File: config.mk
export PLATFORM = sky130hd
export DESIGN_NAME = ltod_decoder
export DESIGN_NICKNAME = d
export VERILOG_FILES = /design/src/design/ltod_pkg.sv /design/src/design/ltod_decoder.sv
export SDC_FILE = /design/constraint.sdc
export NUM_CORES = 1
export LEC_CHECK = 0
export BUFFER_PORTS_ARGS = -buffer_cell sky130_fd_sc_hd__buf_2
export CORE_ASPECT_RATIO = 1.2
export CORE_UTILIZATION = 30
export CTS_CLUSTER_DIAMETER = 120
export DETAILED_ROUTE_END_ITERATION = 10
export GPL_TIMING_DRIVEN = 0
export PLACE_DENSITY_LB_ADDON = 0.15
export SYNTH_ARGS = -nofsm -noshare
export SYNTH_HDL_FRONTEND = slang
export SYNTH_SLANG_ARGS = --single-unit
File: constraint.sdc
create_clock -name clk_sys -period 5.6 [get_ports clk_sys]
set_input_delay 0.28 -clock clk_sys [delete_from_list [all_inputs] [get_ports clk_sys]]
set_output_delay 0.28 -clock clk_sys [all_outputs]
set_load 0.01 [all_outputs]
File: src/design/ltod_pkg.sv
/*
 * Shared constants and types for the literal and table operation decoder.
 * Assumes a single 10 MHz core clock and an APB master for register access.
 */
package ltod_pkg;
    // literal group, upper opcode byte
    localparam logic [7:0] OPC_ADD = 8'h0F;
    localparam logic [7:0] OPC_AND = 8'h0B;
    localparam logic [7:0] OPC_OR = 8'h09;
    localparam logic [7:0] OPC_XOR = 8'h0A;
    localparam logic [7:0] OPC_RSUB = 8'h08;
    localparam logic [7:0] OPC_LOAD = 8'h0E;
    localparam logic [7:0] OPC_MUL = 8'h0D;
    localparam logic [7:0] OPC_RETV = 8'h0C;
    localparam logic [11:0] OPC_BANK = 12'h010;
    localparam logic [7:0] OPC_PTR1 = 8'hEE;
    localparam logic [7:0] OPC_PTR2 = 8'hF0;
    localparam logic [3:0] OPC_SECOND = 4'hF;
    localparam logic [11:0] OPC_TBL = 12'h000;
    localparam int TBL_GROUP_BIT = 3;
    localparam int TBL_WRITE_BIT = 2;
    localparam int DEST_BIT = 9;
    // table pointer adjustment, low two opcode bits
    localparam logic [1:0] TBL_NONE = 2'h0;
    localparam logic [1:0] TBL_POSTINC = 2'h1;
    localparam logic [1:0] TBL_POSTDEC = 2'h2;
    localparam logic [1:0] TBL_PREINC = 2'h3;
    // status bit positions
    localparam int ST_C = 0;
    localparam int ST_DC = 1;
    localparam int ST_Z = 2;
    localparam int ST_OV = 3;
    localparam int ST_N = 4;
    localparam int STATUS_W = 5;
    localparam int PTR_W = 12;
    localparam int PTR_N = 3;
    localparam int TBLPTR_W = 21;
    // APB byte offsets
    localparam logic [7:0] OFS_CTRL = 8'h00;
    localparam logic [7:0] OFS_WORKING_REGISTER = 8'h04;
    localparam logic [7:0] OFS_STATUS = 8'h08;
    localparam logic [7:0] OFS_BANK = 8'h0C;
    localparam logic [7:0] OFS_PROD = 8'h10;
    localparam logic [7:0] OFS_TBLPTR = 8'h14;
    localparam logic [7:0] OFS_PTR0 = 8'h18;
    localparam logic [7:0] OFS_MEMSTAT = 8'h24;
    localparam int CTRL_PRESCALER_ASSIGNED = 0;
    localparam int CTRL_WRITE_LAUNCH = 1;
    localparam int CTRL_W = 2;
    localparam logic [7:0] PORT_ADDR_DEF = 8'h81;
    localparam logic [7:0] TIMER_ADDR_DEF = 8'hD6;

    typedef enum logic [2:0] {
        ST_EXEC = 3'b001,
        ST_OPERAND = 3'b010,
        ST_NOP = 3'b100
    } ltod_state_t;

    typedef struct packed {
        logic [7:0] res;
        logic c;
        logic dc;
        logic ov;
    } ltod_alu_t;

    typedef struct packed {
        logic valid;
        logic write;
        logic [TBLPTR_W-1:0] addr;
    } ltod_table_req_t;

    typedef struct packed {
        logic valid;
        logic [7:0] addr;
        logic [7:0] src;
        logic prescaler_clr;
    } ltod_file_req_t;
endpackage

File: src/design/ltod_decoder.sv
/*
 * Literal and table-operation decode/execute stage of an 8-bit core.
 * Holds working register, status flags, bank select, product, pointers
 * and table pointer, all reachable over APB. Assumes the fetch stage
 * presents words with instr_valid and takes instr_ready as its advance.
 */
// The placing of the registers and the APB slave port were chosen for this implementation.
// Overview of operation
// - add literal to working register, all arithmetic flags
// - and literal into working register, zero/negative
// - or literal into working register, zero/negative
// - xor literal into working register, zero/negative
// - literal minus working register, all arithmetic flags
// - load literal into working register, no flags
// - load four bits into bank select
// - multiply literal by working register, no flags
// - load literal and return, two cycles
// - two-word 12-bit pointer load, two cycles
// - table read with four pointer modes
// - table write with four pointer modes
// - launched memory write persists until terminated
// - port self-modify reads pins, not latch
// - timer register modify clears assigned prescaler
// - program counter change costs one nop cycle
// - lone second word executes as nop
`timescale 1ns/1ps
module ltod_decoder #(
    parameter logic [7:0] PORT_ADDR = ltod_pkg::PORT_ADDR_DEF,
    parameter logic [7:0] TIMER_ADDR = ltod_pkg::TIMER_ADDR_DEF
) (
    input wire logic clk_sys,
    input wire logic rst_n,
    input wire logic psel,
    input wire logic penable,
    input wire logic pwrite,
    input wire logic [7:0] paddr,
    input wire logic [31:0] pwdata,
    output logic [31:0] prdata,
    output logic pready,
    output logic pslverr,
    input wire logic instr_valid,
    input wire logic [15:0] instr_word,
    output logic instr_ready,
    input wire logic [7:0] port_pins,
    input wire logic [7:0] port_latch,
    input wire logic mem_write_done,
    output logic mem_write_busy,
    output logic return_pop,
    output ltod_pkg::ltod_table_req_t table_req,
    output ltod_pkg::ltod_file_req_t file_req
);
    import ltod_pkg::*;

    ltod_state_t state;
    logic [7:0] working_register;
    logic [STATUS_W-1:0] status;
    logic [3:0] bank_select_register;
    logic [15:0] product;
    logic [TBLPTR_W-1:0] table_pointer;
    logic [PTR_W-1:0] file_select_pointer [PTR_N];
    logic [CTRL_W-1:0] ctrl;
    logic [1:0] ptr_sel;
    logic [3:0] ptr_hi;

    function automatic ltod_alu_t ltod_add(input logic [7:0] a, input logic [7:0] b, input logic cin);
        logic [4:0] lo;
        logic [8:0] full;
        lo = {1'b0, a[3:0]} + {1'b0, b[3:0]} + {4'h0, cin};
        full = {1'b0, a} + {1'b0, b} + {8'h00, cin};
        ltod_add.res = full[7:0];
        ltod_add.c = full[8];
        ltod_add.dc = lo[4];
        ltod_add.ov = (a[7] == b[7]) && (full[7] != a[7]);
    endfunction

    function automatic logic [STATUS_W-1:0] ltod_zn(input logic [STATUS_W-1:0] s, input logic [7:0] r);
        logic [STATUS_W-1:0] t;
        t = s;
        t[ST_Z] = (r == 8'h00);
        t[ST_N] = r[7];
        return t;
    endfunction

    function automatic logic [STATUS_W-1:0] ltod_arith(input logic [STATUS_W-1:0] s, input ltod_alu_t a);
        logic [STATUS_W-1:0] t;
        t = ltod_zn(s, a.res);
        t[ST_C] = a.c;
        t[ST_DC] = a.dc;
        t[ST_OV] = a.ov;
        return t;
    endfunction

    // decode
    logic accept;
    logic exec;
    logic [7:0] op_hi;
    logic [7:0] lit;
    logic [3:0] grp;
    logic is_bank;
    logic is_tbl;
    logic is_ptr1;
    logic modifies_file;
    ltod_alu_t add_r;
    ltod_alu_t sub_r;
    logic apb_wr;
    logic apb_setup;

    assign accept = instr_valid && instr_ready;
    assign exec = accept && (state == ST_EXEC);
    assign op_hi = instr_word[15:8];
    assign lit = instr_word[7:0];
    assign grp = instr_word[15:12];
    assign is_bank = (instr_word[15:4] == OPC_BANK);
    assign is_tbl = (instr_word[15:4] == OPC_TBL) && instr_word[TBL_GROUP_BIT];
    assign is_ptr1 = (op_hi == OPC_PTR1) && (instr_word[7:6] == 2'b00);
    // byte ops with d=1, or bit set/clear/toggle, write back to the file
    assign modifies_file = ((grp >= 4'h1) && (grp <= 4'h5) && instr_word[DEST_BIT])
        || (grp == 4'h7) || (grp == 4'h8) || (grp == 4'h9);
    assign add_r = ltod_add(working_register, lit, 1'b0);
    assign sub_r = ltod_add(lit, ~working_register, 1'b1);
    assign apb_wr = psel && penable && pready && pwrite;
    assign apb_setup = psel && !penable;

    // sequencing
    always_ff @(posedge clk_sys)
    begin
        if (!rst_n)
        begin
            state <= ST_EXEC;
            instr_ready <= 1'b1;
        end
        else
        begin
            case (state)
                ST_EXEC:
                begin
                    if (exec && (op_hi == OPC_RETV || is_tbl))
                    begin
                        state <= ST_NOP;
                        instr_ready <= 1'b0;
                    end
                    else if (exec && is_ptr1)
                    begin
                        state <= ST_OPERAND;
                    end
                end
                ST_OPERAND:
                begin
                    if (accept)
                    begin
                        state <= ST_EXEC;
                    end
                end
                ST_NOP:
                begin
                    state <= ST_EXEC;
                    instr_ready <= 1'b1;
                end
                default:
                begin
                    state <= ST_EXEC;
                    instr_ready <= 1'b1;
                end
            endcase
        end
    end

    // working register; an instruction beats a same-cycle APB write
    always_ff @(posedge clk_sys)
    begin
        if (!rst_n)
        begin
            working_register <= 8'h00;
        end
        else if (exec && op_hi == OPC_ADD)
        begin
            working_register <= add_r.res;
        end
        else if (exec && op_hi == OPC_AND)
        begin
            working_register <= working_register & lit;
        end
        else if (exec && op_hi == OPC_OR)
        begin
            working_register <= working_register | lit;
        end
        else if (exec && op_hi == OPC_XOR)
        begin
            working_register <= working_register ^ lit;
        end
        else if (exec && op_hi == OPC_RSUB)
        begin
            working_register <= sub_r.res;
        end
        else if (exec && (op_hi == OPC_LOAD || op_hi == OPC_RETV))
        begin
            working_register <= lit;
        end
        else if (apb_wr && paddr == OFS_WORKING_REGISTER)
        begin
            working_register <= pwdata[7:0];
        end
    end

    // status flags
    always_ff @(posedge clk_sys)
    begin
        if (!rst_n)
        begin
            status <= '0;
        end
        else if (exec && op_hi == OPC_ADD)
        begin
            status <= ltod_arith(status, add_r);
        end
        else if (exec && op_hi == OPC_RSUB)
        begin
            status <= ltod_arith(status, sub_r);
        end
        else if (exec && op_hi == OPC_AND)
        begin
            status <= ltod_zn(status, working_register & lit);
        end
        else if (exec && op_hi == OPC_OR)
        begin
            status <= ltod_zn(status, working_register | lit);
        end
        else if (exec && op_hi == OPC_XOR)
        begin
            status <= ltod_zn(status, working_register ^ lit);
        end
        else if (apb_wr && paddr == OFS_STATUS)
        begin
            status <= pwdata[STATUS_W-1:0];
        end
    end

    // bank select and product
    always_ff @(posedge clk_sys)
    begin
        if (!rst_n)
        begin
            bank_select_register <= 4'h0;
        end
        else if (exec && is_bank)
        begin
            bank_select_register <= instr_word[3:0];
        end
        else if (apb_wr && paddr == OFS_BANK)
        begin
            bank_select_register <= pwdata[3:0];
        end
    end

    always_ff @(posedge clk_sys)
    begin
        if (!rst_n)
        begin
            product <= 16'h0000;
        end
        else if (exec && op_hi == OPC_MUL)
        begin
            product <= 16'(working_register) * 16'(lit);
        end
    end

    // pointer load: first word latches select and high nibble
    always_ff @(posedge clk_sys)
    begin
        if (!rst_n)
        begin
            ptr_sel <= 2'h0;
            ptr_hi <= 4'h0;
        end
        else if (exec && is_ptr1)
        begin
            ptr_sel <= instr_word[5:4];
            ptr_hi <= instr_word[3:0];
        end
    end

    // select 3 has no pointer behind it and is dropped
    always_ff @(posedge clk_sys)
    begin
        if (!rst_n)
        begin
            for (int i = 0; i < PTR_N; i++)
            begin
                file_select_pointer[i] <= '0;
            end
        end
        else if (accept && state == ST_OPERAND && op_hi == OPC_PTR2 && ptr_sel < 2'(PTR_N))
        begin
            file_select_pointer[ptr_sel] <= {ptr_hi, lit};
        end
        else if (apb_wr)
        begin
            for (int i = 0; i < PTR_N; i++)
            begin
                if (paddr == OFS_PTR0 + 8'(4 * i))
                begin
                    file_select_pointer[i] <= pwdata[PTR_W-1:0];
                end
            end
        end
    end

    // table pointer and requests
    always_ff @(posedge clk_sys)
    begin
        if (!rst_n)
        begin
            table_pointer <= '0;
            table_req <= '0;
        end
        else
        begin
            table_req.valid <= exec && is_tbl;
            table_req.write <= instr_word[TBL_WRITE_BIT];
            table_req.addr <= (instr_word[1:0] == TBL_PREINC) ? table_pointer + 21'h1 : table_pointer;
            if (exec && is_tbl)
            begin
                case (instr_word[1:0])
                    TBL_NONE: table_pointer <= table_pointer;
                    TBL_POSTINC: table_pointer <= table_pointer + 21'h1;
                    TBL_POSTDEC: table_pointer <= table_pointer - 21'h1;
                    TBL_PREINC: table_pointer <= table_pointer + 21'h1;
                    default: table_pointer <= table_pointer;
                endcase
            end
            else if (apb_wr && paddr == OFS_TBLPTR)
            begin
                table_pointer <= pwdata[TBLPTR_W-1:0];
            end
        end
    end

    // a launched write outlives its instruction; a new launch wins over done
    always_ff @(posedge clk_sys)
    begin
        if (!rst_n)
        begin
            mem_write_busy <= 1'b0;
        end
        else if (exec && is_tbl && instr_word[TBL_WRITE_BIT] && ctrl[CTRL_WRITE_LAUNCH])
        begin
            mem_write_busy <= 1'b1;
        end
        else if (mem_write_done)
        begin
            mem_write_busy <= 1'b0;
        end
    end

    // return request
    always_ff @(posedge clk_sys)
    begin
        if (!rst_n)
        begin
            return_pop <= 1'b0;
        end
        else
        begin
            return_pop <= exec && op_hi == OPC_RETV;
        end
    end

    // file write-back requests; a lone second word reaches none of these
    always_ff @(posedge clk_sys)
    begin
        if (!rst_n)
        begin
            file_req <= '0;
        end
        else
        begin
            file_req.valid <= exec && modifies_file && grp != OPC_SECOND;
            file_req.addr <= lit;
            file_req.src <= (lit == PORT_ADDR) ? port_pins : port_latch;
            file_req.prescaler_clr <= exec && modifies_file && lit == TIMER_ADDR
                && ctrl[CTRL_PRESCALER_ASSIGNED];
        end
    end

    // control
    always_ff @(posedge clk_sys)
    begin
        if (!rst_n)
        begin
            ctrl <= '0;
        end
        else if (apb_wr && paddr == OFS_CTRL)
        begin
            ctrl <= pwdata[CTRL_W-1:0];
        end
    end

    // APB: one wait-free access phase, answer registered in setup
    always_ff @(posedge clk_sys)
    begin
        if (!rst_n)
        begin
            pready <= 1'b0;
            pslverr <= 1'b0;
            prdata <= 32'h0000_0000;
        end
        else
        begin
            pready <= apb_setup;
            pslverr <= 1'b0;
            prdata <= 32'h0000_0000;
            if (apb_setup)
            begin
                case (paddr)
                    OFS_CTRL: prdata <= 32'(ctrl);
                    OFS_WORKING_REGISTER: prdata <= 32'(working_register);
                    OFS_STATUS: prdata <= 32'(status);
                    OFS_BANK: prdata <= 32'(bank_select_register);
                    OFS_PROD: prdata <= 32'(product);
                    OFS_TBLPTR: prdata <= 32'(table_pointer);
                    OFS_PTR0: prdata <= 32'(file_select_pointer[0]);
                    OFS_PTR0 + 8'h04: prdata <= 32'(file_select_pointer[1]);
                    OFS_PTR0 + 8'h08: prdata <= 32'(file_select_pointer[2]);
                    OFS_MEMSTAT: prdata <= 32'(mem_write_busy);
                    default: pslverr <= 1'b1;
                endcase
            end
        end
    end
endmodule

* Yosys cells after proc, flatten, opt, wreduce, memory -nomap -nowiden
Memories as Yosys holds them, arrays and structs flattened. Cells that the tools add are included.
Storage, ports and cells: register bits after elaboration 143, bits in writable memories 36, input bits 79, memories 1, output and inout port bits 78, word-level logic and storage cells 208
Memory list:
- file_select_pointer | words 3, bits a word 12, rd ports 3, clocked after memory_dff 0, wr ports 3, RTL line ltod_decoder.sv:60 | logic [PTR_W-1:0] file_select_pointer [PTR_N];
Operators by class: reductions and logical operators 67, muxes and demuxes 55, $mul 1, bitwise operators 8, equality and inequality tests 42, order comparisons 3, add/sub/neg operators 8
Operators by type and width (number):
- 21-bit case mux with 10 select lines | 1
- 8-bit by 4-bit == test with 1-bit output, second input constant | 10
- 8-bit two-way mux | 8
- 21-bit two-way mux | 3
- 8-bit logical NOT | 6
- 12-bit two-way mux | 4
- 21-bit case mux with 2 select lines | 1
- 1-bit logical AND | 38
- 8-bit by 5-bit == test with 1-bit output, second input constant | 4
- 8-bit == test, second input constant | 4
- 5-bit two-way mux | 6
- 1-bit two-way mux | 24
- 21-bit by 1-bit adder with 21-bit output, second input constant | 1
- 21-bit by 1-bit subtractor with 21-bit output, second input constant | 1
- 8-bit by 8-bit adder with 9-bit output | 2
- 8-bit by 6-bit == test with 1-bit output, second input constant | 2
- 8-bit by 8-bit multiplier with 16-bit output | 1
- 12-bit by 5-bit == test with 1-bit output, second input constant | 1
- 12-bit logical NOT | 1
- 12-bit OR reduction | 1
- 4-bit by 4-bit adder with 5-bit output | 2
- 10-bit OR reduction | 1
- 9-bit by 1-bit adder with 9-bit output, second input constant | 1
- 3-bit two-way mux | 3
- other kinds (39) | 58

* Logic depth before layout (Yosys ltp)
Gate-level depths: netlist (run 1).
depth after elaboration 11, gate-level depth with buffers 19, gate-level depth less buffers 18

* Worst setup path before layout (run 1)
Ideal clock, no wire load.
path kind input to register, start point in instr_word[6], end point reg product[13], stages 17, path buffers 1, setup time 122 ps, setup slack 963 ps, data required time 5478 ps, arrival 4514 ps, cells stage by stage clkbuf_1 > clkinv_1 > nor2_1 > fa_1 > fa_1 > fa_1 > inv_1 > fa_1 > inv_1 > ha_1 > or2_2 > or3_1 > o211ai_1 > nand2b_1 > a21oi_1 > xor2_1 > o21ai_0
Between the ends: cells in the longest elaborated chain, start to end 1
RTL lines:
- start: declaration | RTL line ltod_decoder.sv:42 | input wire logic [15:0] instr_word,
- 8-bit by 8-bit multiplier with 16-bit output | RTL line ltod_decoder.sv:263 | product <= 16'(working_register) * 16'(lit);
- end signal: assignment | RTL line ltod_decoder.sv:263
- end: declaration | RTL line ltod_decoder.sv:58 | logic [15:0] product;
Every way passes these cells. A chain may end at the register's enable or synchronous reset.

* Worst setup path in the final report (run 1)
start point in instr_word[5], end point reg product[13]
Same word-level chain as after synthesis.

==> results.ini, run 1 <==
[timing]
rsz0062_at_grt=false
pins_over_their_slew_limit=0
fin_setup_tns_ps=0
finClkSkew_ps=12.3
layout_min_cycle_time_ps=5400
setup_viol=0
worst_slew_margin_rel_pct=3.04
tightestPinTransition_ps=1430
finalHoldWorstSlack_ps=34.0
achievable-frequency_mhz=185
final_min_period_over_clock_period_pct=96.4
finalHoldViolCount=0

[layout]
n_antenna_cell=0
final_core_util_pct=35.7
post_route_cells_drive_above_1_share_pct=13.7
finalNetCount=1707
final_cell_mix=136 x sky130_fd_sc_hd__buf_2, 131 x sky130_fd_sc_hd__dfxtp_1, 125 x sky130_fd_sc_hd__nand2_1
finalInstanceArea_sq_mm=0.0135
areaGrowthSynthToFinish_pct=16.7
layout.cells.most_common=sky130_fd_sc_hd__buf_2
post_layout_nonfiller_instances=2021

[cts]
tritoncts=done
clock_tree.htree_level_count=4
tritoncts.num_buffers=17
clk_pin_slew_worst_paths_ps=70
max-clock-path-buffers=2
post_cts_resize_count=0
postCtsSetupRepairBufs=0
clk_root_buffer_cell=sky130_fd_sc_hd__clkbuf_16
hold_buffers=0
clock_latency_ps=460
clkSinkCount=167

[setup_path]
criticalPathCategory=in2reg
critical_path.slowest_cell=sky130_fd_sc_hd__clkbuf_1
required_ps=5940
r2r-start=working_register[7]$_SDFFE_PN0P_
crit_start=instr_word[5]
crit_path_end_kind=flip-flop
crit_buf_inv=5
cpPeakStageDelay_ps=690
critPathMostFrequentCell=sky130_fd_sc_hd__fa_1
cpLargestDelayFamily=adder cells
kind_of_start_point_of_the_critical_path=primary input
critical_path_arrival_ps=5730
list_of_cells_traversed_by_the_critical_path=buf_2, clkbuf_1, inv_1, nor2_1, fa_1, fa_1, fa_1, inv_1, fa_1, inv_1, ha_1, or2_2, or3_1, o211ai_1, nand2b_1, a21oi_1, xor2_1, o21ai_0
crit_fanout=10

[job]
maxCapViolations=0

[power_and_ir_drop]
power.ir.vdd_worst_mv=0.202
switching_share_pct=25.8
cellLeakagePower_nw=5.56
share_seq_of_total_power_pct=43.7
p_comb_share_pct=10.8
p_per_area_mw_per_mm2=211
power.net_switching_w=0.000736
cell_internal_pwr_w=0.00212
proportion_of_power_drawn_by_the_clock_network_pct=45.5

[placement]
place.gp.congestion=0.964
placedInstanceArea_sq_mm=0.0129
detailedPlacementHpwl_microns=36300
place.port_buffers=130
placedCellCount=1990

[synth]
synth.lib_cells_used.distinct=79
synth_flop_cell=sky130_fd_sc_hd__dfxtp_1
postSynthCellCount=1370
ys_seq_elements=167
netlist_area_sq_mm=0.0116
synth.area.top_cells=sky130_fd_sc_hd__dfxtp_1 23%, sky130_fd_sc_hd__edfxtp_1 9.3%, sky130_fd_sc_hd__ha_1 6.7%
synth_area_per_cell_sq_um=8.47
yosysWarningCount=0
synth_top_cell_area_share_pct=22.6
async_flop_share_pct=0
synth_edf_count=36
synth-seq-area-share_pct=31.9
synth_area_leader_cell=sky130_fd_sc_hd__dfxtp_1

[route]
avgViaCountPerCell=5.50
drt_first_iter_violations=850
detail_route.wl_per_cell_microns=23.0
route.final.wire_length_microns=46500
drc_violations_left=0
via_count=11100
drt_pass1_iterations=7
ant_nets=0

[min_path]
hold_path.startpoint=penable
hp-class=in2reg

[floorplan]
top_level_ports=157
floorplan.die.width_microns=182
initial_utilization_pct=30.6
placeableCoreArea_sq_mm=0.0380
die_h_microns=217
die_area_sq_mm=0.0395
num_rows=78

[grt]
grt_first_pass_wirelength_microns=67900
grt_pass1_vias=10600
maximum_number_of_pins_on_one_net_before_global_route_repair=17
grt_overflow=0
antenna_found_initial=2
grt.total_usage_pct=23.4

[status]
status=completed

## cells in the mapped netlist (10+ instances only)
cell type,instances
sky130_fd_sc_hd__buf_4,13
sky130_fd_sc_hd__a31oi_1,18
sky130_fd_sc_hd__o21ai_0,60
sky130_fd_sc_hd__nand4_1,15
sky130_fd_sc_hd__and2_1,37
sky130_fd_sc_hd__nand3_1,29
sky130_fd_sc_hd__a22oi_1,19
sky130_fd_sc_hd__or3_1,10
sky130_fd_sc_hd__clkbuf_1,72
sky130_fd_sc_hd__nor3_1,38
sky130_fd_sc_hd__nand3b_1,10
sky130_fd_sc_hd__dfxtp_1,131
sky130_fd_sc_hd__o22ai_1,10
sky130_fd_sc_hd__edfxtp_1,36
sky130_fd_sc_hd__a21oi_1,92
sky130_fd_sc_hd__xnor2_1,32
sky130_fd_sc_hd__nand2_1,125
sky130_fd_sc_hd__a21boi_0,13
sky130_fd_sc_hd__mux2i_1,23
sky130_fd_sc_hd__nor4_1,16
sky130_fd_sc_hd__nor2b_1,36
sky130_fd_sc_hd__fa_1,38
sky130_fd_sc_hd__nand2b_1,11
sky130_fd_sc_hd__a22o_1,44
sky130_fd_sc_hd__o211ai_1,10
sky130_fd_sc_hd__nor2_1,124
sky130_fd_sc_hd__ha_1,62
sky130_fd_sc_hd__xor2_1,10
sky130_fd_sc_hd__inv_1,75
## through the flow
| stage | setup WS (ps) | power, W |
|---|---|---|
| 3_3_place_gp | -457 | 0.00158 |
| 5_1_grt | 44.7 | 0.00295 |
| 6_report | 204 | 0.00286 |
| 4_1_cts | 46.0 | 0.00288 |
| 2_1_floorplan | 963 | 0.00144 |
| 3_5_place_dp | -421 | 0.00158 |
## per-layer routing
metal	part of all wire (%)	vias up	global-route usage, %	wire length, microns
met5	0	-	0	0
met4	4.1	0	11.1	1890
li1	-	5184	-	-
met3	4.8	99	3.67	2220
met1	41	5430	27.9	19000
met2	50	412	41.1	23300
## path summary, 6_finish.rpt
check	endpoint	slack (ps)	cells after the start
max reg2reg	product[13]$_SDFFE_PN0P_	260	16
min reg2reg	product[6]$_SDFFE_PN0P_	480	2
max	product[13]$_SDFFE_PN0P_	200	18
min	pslverr$_SDFF_PN0_	30	2
## power groups by stage
| stage | clock (W) | sequential [W] | combinational [W] |
|---|---|---|---|
| 4_1_cts | 0.00132 | 0.00125 | 0.000305 |
| 3_5_place_dp | 0 | 0.00128 | 0.000304 |
| 6_report | 0.00130 | 0.00125 | 0.000309 |
| 5_1_grt | 0.00137 | 0.00125 | 0.000331 |
| 2_1_floorplan | 0 | 0.00128 | 0.000163 |
| 3_3_place_gp | 0 | 0.00128 | 0.000305 |
## flip-flops by register name, summed over array words and instances (netlist names), 2 cells and up
signal and count:
product 16, status 5, prdata 21, table_req 22
ptr_hi 4, ctrl 2, table_pointer 21, working_register 8
ptr_sel 2, file_req 18, file_select_pointer 36, state 3
bank_select_register 4
## kinds of logic (layout without fill, tap and decap cells)
family          Yosys count  count (layout)  synth area share (%)
fa+ha+maj               100             100                  13.2
xor+xnor                 42              42                  3.17
buf+inv                 180             341                  6.45
mux                      27              27                  2.37
compound gates          356             356                  20.9
other cells               1              11                0.0323
flops                   167             167                  31.9
simple gates            497             497                  21.9
## final cells by class
cell class,count,area [sq um]
fill,4005,24400
clock buffer,22,475
tap,480,601
buffer,96,435
timing repair buffer,130,651
clock inverter,10,166
sequential,167,3700
multi-input combinational,1033,7190
inverter,83,315
Note: power is estimated with default switching activity, not from simulation.
==> run 2: changes to the inputs <==
==> constraint.sdc (replaced) <==
create_clock -name clk_sys -period 5.6 [get_ports clk_sys]
set_input_delay 0.84 -clock clk_sys [delete_from_list [all_inputs] [get_ports clk_sys]]
set_output_delay 0.84 -clock clk_sys [all_outputs]
set_load 0.01 [all_outputs]
==> run 2 against run 1 <==
- the run now ends with max-capacitance violations, max-slew violations left
- final area about the same
- global-route usage down 0.14 points
- total power about the same
- sequential power about the same
- critical path type unchanged
- largest power group unchanged
- highest routed layer unchanged
==> results.ini, run 2 (synthesis gave the netlist of run 1 again) <==
[min_path]
hp-class=reg2reg

[timing]
finalWorstSetupSlack_ps=214  ; +9.69 ps
rsz0062_at_grt=true
finClkSkew_ps=14.7  ; +2.41 ps
pins_over_their_slew_limit=1  ; +1
achievable-frequency_mhz=186  ; +0.18%
layout_min_cycle_time_ps=5390  ; -9.69 ps
finalHoldViolCount=0  ; unchanged
finalHoldWorstSlack_ps=477  ; +443 ps
tightestPinTransition_ps=1500  ; +64.6 ps
final_min_period_over_clock_period_pct=96.2  ; -0.17 points
worst_slew_margin_rel_pct=-1.33  ; -4.4 points
setup_viol=0  ; unchanged

[power_and_ir_drop]
power.ir.vdd_worst_mv=0.201  ; -0.64%
cellLeakagePower_nw=5.56  ; about the same
p_per_area_mw_per_mm2=211  ; -0.18%

[grt]
antenna_found_initial=2  ; unchanged
grt.total_usage_pct=23.3  ; -0.14 points
grt_overflow=0  ; unchanged
grt_pass1_vias=10600  ; -0.17%
grt_first_pass_wirelength_microns=67600  ; -0.48%
maximum_number_of_pins_on_one_net_before_global_route_repair=20  ; +3

[setup_path]
crit_buf_inv=5  ; unchanged
criticalPathCategory=in2reg
cpLargestDelayFamily=adder cells
list_of_cells_traversed_by_the_critical_path=buf_2, clkbuf_1, nand2_1, fa_1, fa_1, inv_1, fa_1, inv_1, fa_1, inv_1, ha_1, o21a_1, a2111oi_1, o31ai_1, xnor2_1, o21ai_0, and2_1
crit_fanout=10  ; unchanged
required_ps=5940  ; about the same
critical_path_arrival_ps=5730  ; about the same
crit_path_end_kind=flip-flop
critical_path.slowest_cell=sky130_fd_sc_hd__clkbuf_1
critPathMostFrequentCell=sky130_fd_sc_hd__fa_1
worst-r2r-setup-slack_ps=300  ; +40 ps
cpPeakStageDelay_ps=660  ; -30 ps
kind_of_start_point_of_the_critical_path=primary input

[floorplan]
floorplan.die.width_microns=182  ; unchanged
die_area_sq_mm=0.0395  ; unchanged
num_rows=78  ; unchanged
initial_utilization_pct=30.6  ; unchanged
placeableCoreArea_sq_mm=0.0380  ; unchanged
die_h_microns=217  ; unchanged
top_level_ports=157  ; unchanged

[placement]
place.gp.congestion=0.964  ; unchanged
place.port_buffers=130  ; unchanged
detailedPlacementHpwl_microns=36300  ; unchanged
dp_slack_ps=-981  ; -560 ps

[route]
drt_first_iter_violations=859  ; +1.1%
avgViaCountPerCell=5.50  ; -0.16%
via_count=11100  ; -0.31%
drt_pass1_iterations=7  ; unchanged
ant_nets=0  ; unchanged
drc_violations_left=0  ; unchanged
route.final.wire_length_microns=46200  ; -0.54%
detail_route.wl_per_cell_microns=22.9  ; -0.39%

[cts]
clk_pin_slew_worst_paths_ps=60  ; about the same
clock_latency_ps=460  ; about the same
clk_root_buffer_cell=sky130_fd_sc_hd__clkbuf_16
max-clock-path-buffers=2  ; unchanged
tritoncts.num_buffers=17  ; unchanged
tritoncts=done
clkSinkCount=167  ; unchanged
clock_tree.htree_level_count=4  ; unchanged

[layout]
layout.cells.most_common=sky130_fd_sc_hd__buf_2
largest_register_ffs=36  ; unchanged
register_cell_area_after_layout_sq_mm=0.00370  ; unchanged
areaGrowthSynthToFinish_pct=16.8  ; about the same
post_route_cells_drive_above_1_share_pct=14.0  ; +0.35 points
layout_top_registers=file_select_pointer x36, table_req x22
finalNetCount=1704  ; -0.18%
final_cell_mix=136 x sky130_fd_sc_hd__buf_2, 131 x sky130_fd_sc_hd__dfxtp_1, 125 x sky130_fd_sc_hd__nand2_1
n_antenna_cell=0  ; unchanged
multiInputGateArea_sq_mm=0.00719  ; about the same
most_flops_register=file_select_pointer
num-fill-cells=4001  ; -0.10%

[job]
maxCapViolations=1  ; +1

[status]
violations_in_the_final_reports=max-capacitance violations, max-slew violations
status=finished, violations left

run 2: changes by cell type in the layout (fill, tap and decap cells not counted), sizes merged:
cell      before  now
clkbuf        94   89
clkinvlp       3    6
buf          154  156
clkinv        10    7
run 2: final cells by class:
type / instances / area share, %
multi-input combinational: 1033 / 53.1
sequential: 167 / 27.3
timing repair buffer: 133 / 4.97
tap: 480 / 4.43
clock buffer: 22 / 3.51
buffer: 90 / 3.04
inverter: 83 / 2.41
clock inverter: 10 / 1.23
run 2: what timing repair did:
action                                  4_1_cts  5_1_grt
buffers inserted                              0        3
endpoints found under the hold margin         0        0
hold buffers                                  0        0
gates resized for setup                       1        5
endpoints found under the setup margin        6        4
run 2: per-stage QoR:
step           setup TNS, ps  util [%]  instance area [sq um]  cells  power [W]
5_1_grt                -26.0      35.7                  13500   2018    0.00295
6_report                   0      35.7                  13500   2018    0.00286
3_5_place_dp           -4520      34.0                  12900   1990    0.00158
2_1_floorplan              0         -                  11600   1380    0.00144
3_3_place_gp           -4640      34.0                  12900   1990    0.00158
4_1_cts                    0      35.6                  13500   2016    0.00287
run 2: path summary, 6_finish.rpt:
| check | end | from | depth (start not counted) |
|---|---|---|---|
| min | product[6]$_SDFFE_PN0P_ | product[6]$_SDFFE_PN0P_ | 2 |
| max | product[12]$_SDFFE_PN0P_ | instr_word[3] | 17 |
| min reg2reg | product[6]$_SDFFE_PN0P_ | product[6]$_SDFFE_PN0P_ | 2 |
| max reg2reg | product[13]$_SDFFE_PN0P_ | working_register[7]$_SDFFE_PN0P_ | 16 |
run 2: layer usage:
metal	up-vias	global-route usage (%)	part of all wire, %
li1	5169	-	-
met1	5376	27.8	40
met2	449	41.1	50
met3	97	3.59	5.5
met4	0	10.6	3.9
met5	-	0	0
run 2: power breakdown:
part	switching, W	internal (W)
Clock	0.000513	0.000787
Sequential	0.00000673	0.00124
Combinational	0.000213	0.0000943
Total	0.000733	0.00212
run 2: worst reg2reg max path, cell delays in order, from the launching register on:
cell,delay (ps)
sky130_fd_sc_hd__dfxtp_1,660
sky130_fd_sc_hd__clkinvlp_4,430
sky130_fd_sc_hd__nor2_1,210
sky130_fd_sc_hd__fa_1,450
sky130_fd_sc_hd__fa_1,470
sky130_fd_sc_hd__fa_1,550
sky130_fd_sc_hd__inv_1,60
sky130_fd_sc_hd__fa_1,520
sky130_fd_sc_hd__inv_1,40
sky130_fd_sc_hd__ha_1,220
sky130_fd_sc_hd__or2_2,310
sky130_fd_sc_hd__or3_1,340
sky130_fd_sc_hd__o211ai_1,240
sky130_fd_sc_hd__nand2b_1,110
sky130_fd_sc_hd__a21oi_1,180
sky130_fd_sc_hd__xor2_1,270
sky130_fd_sc_hd__o21ai_0,130
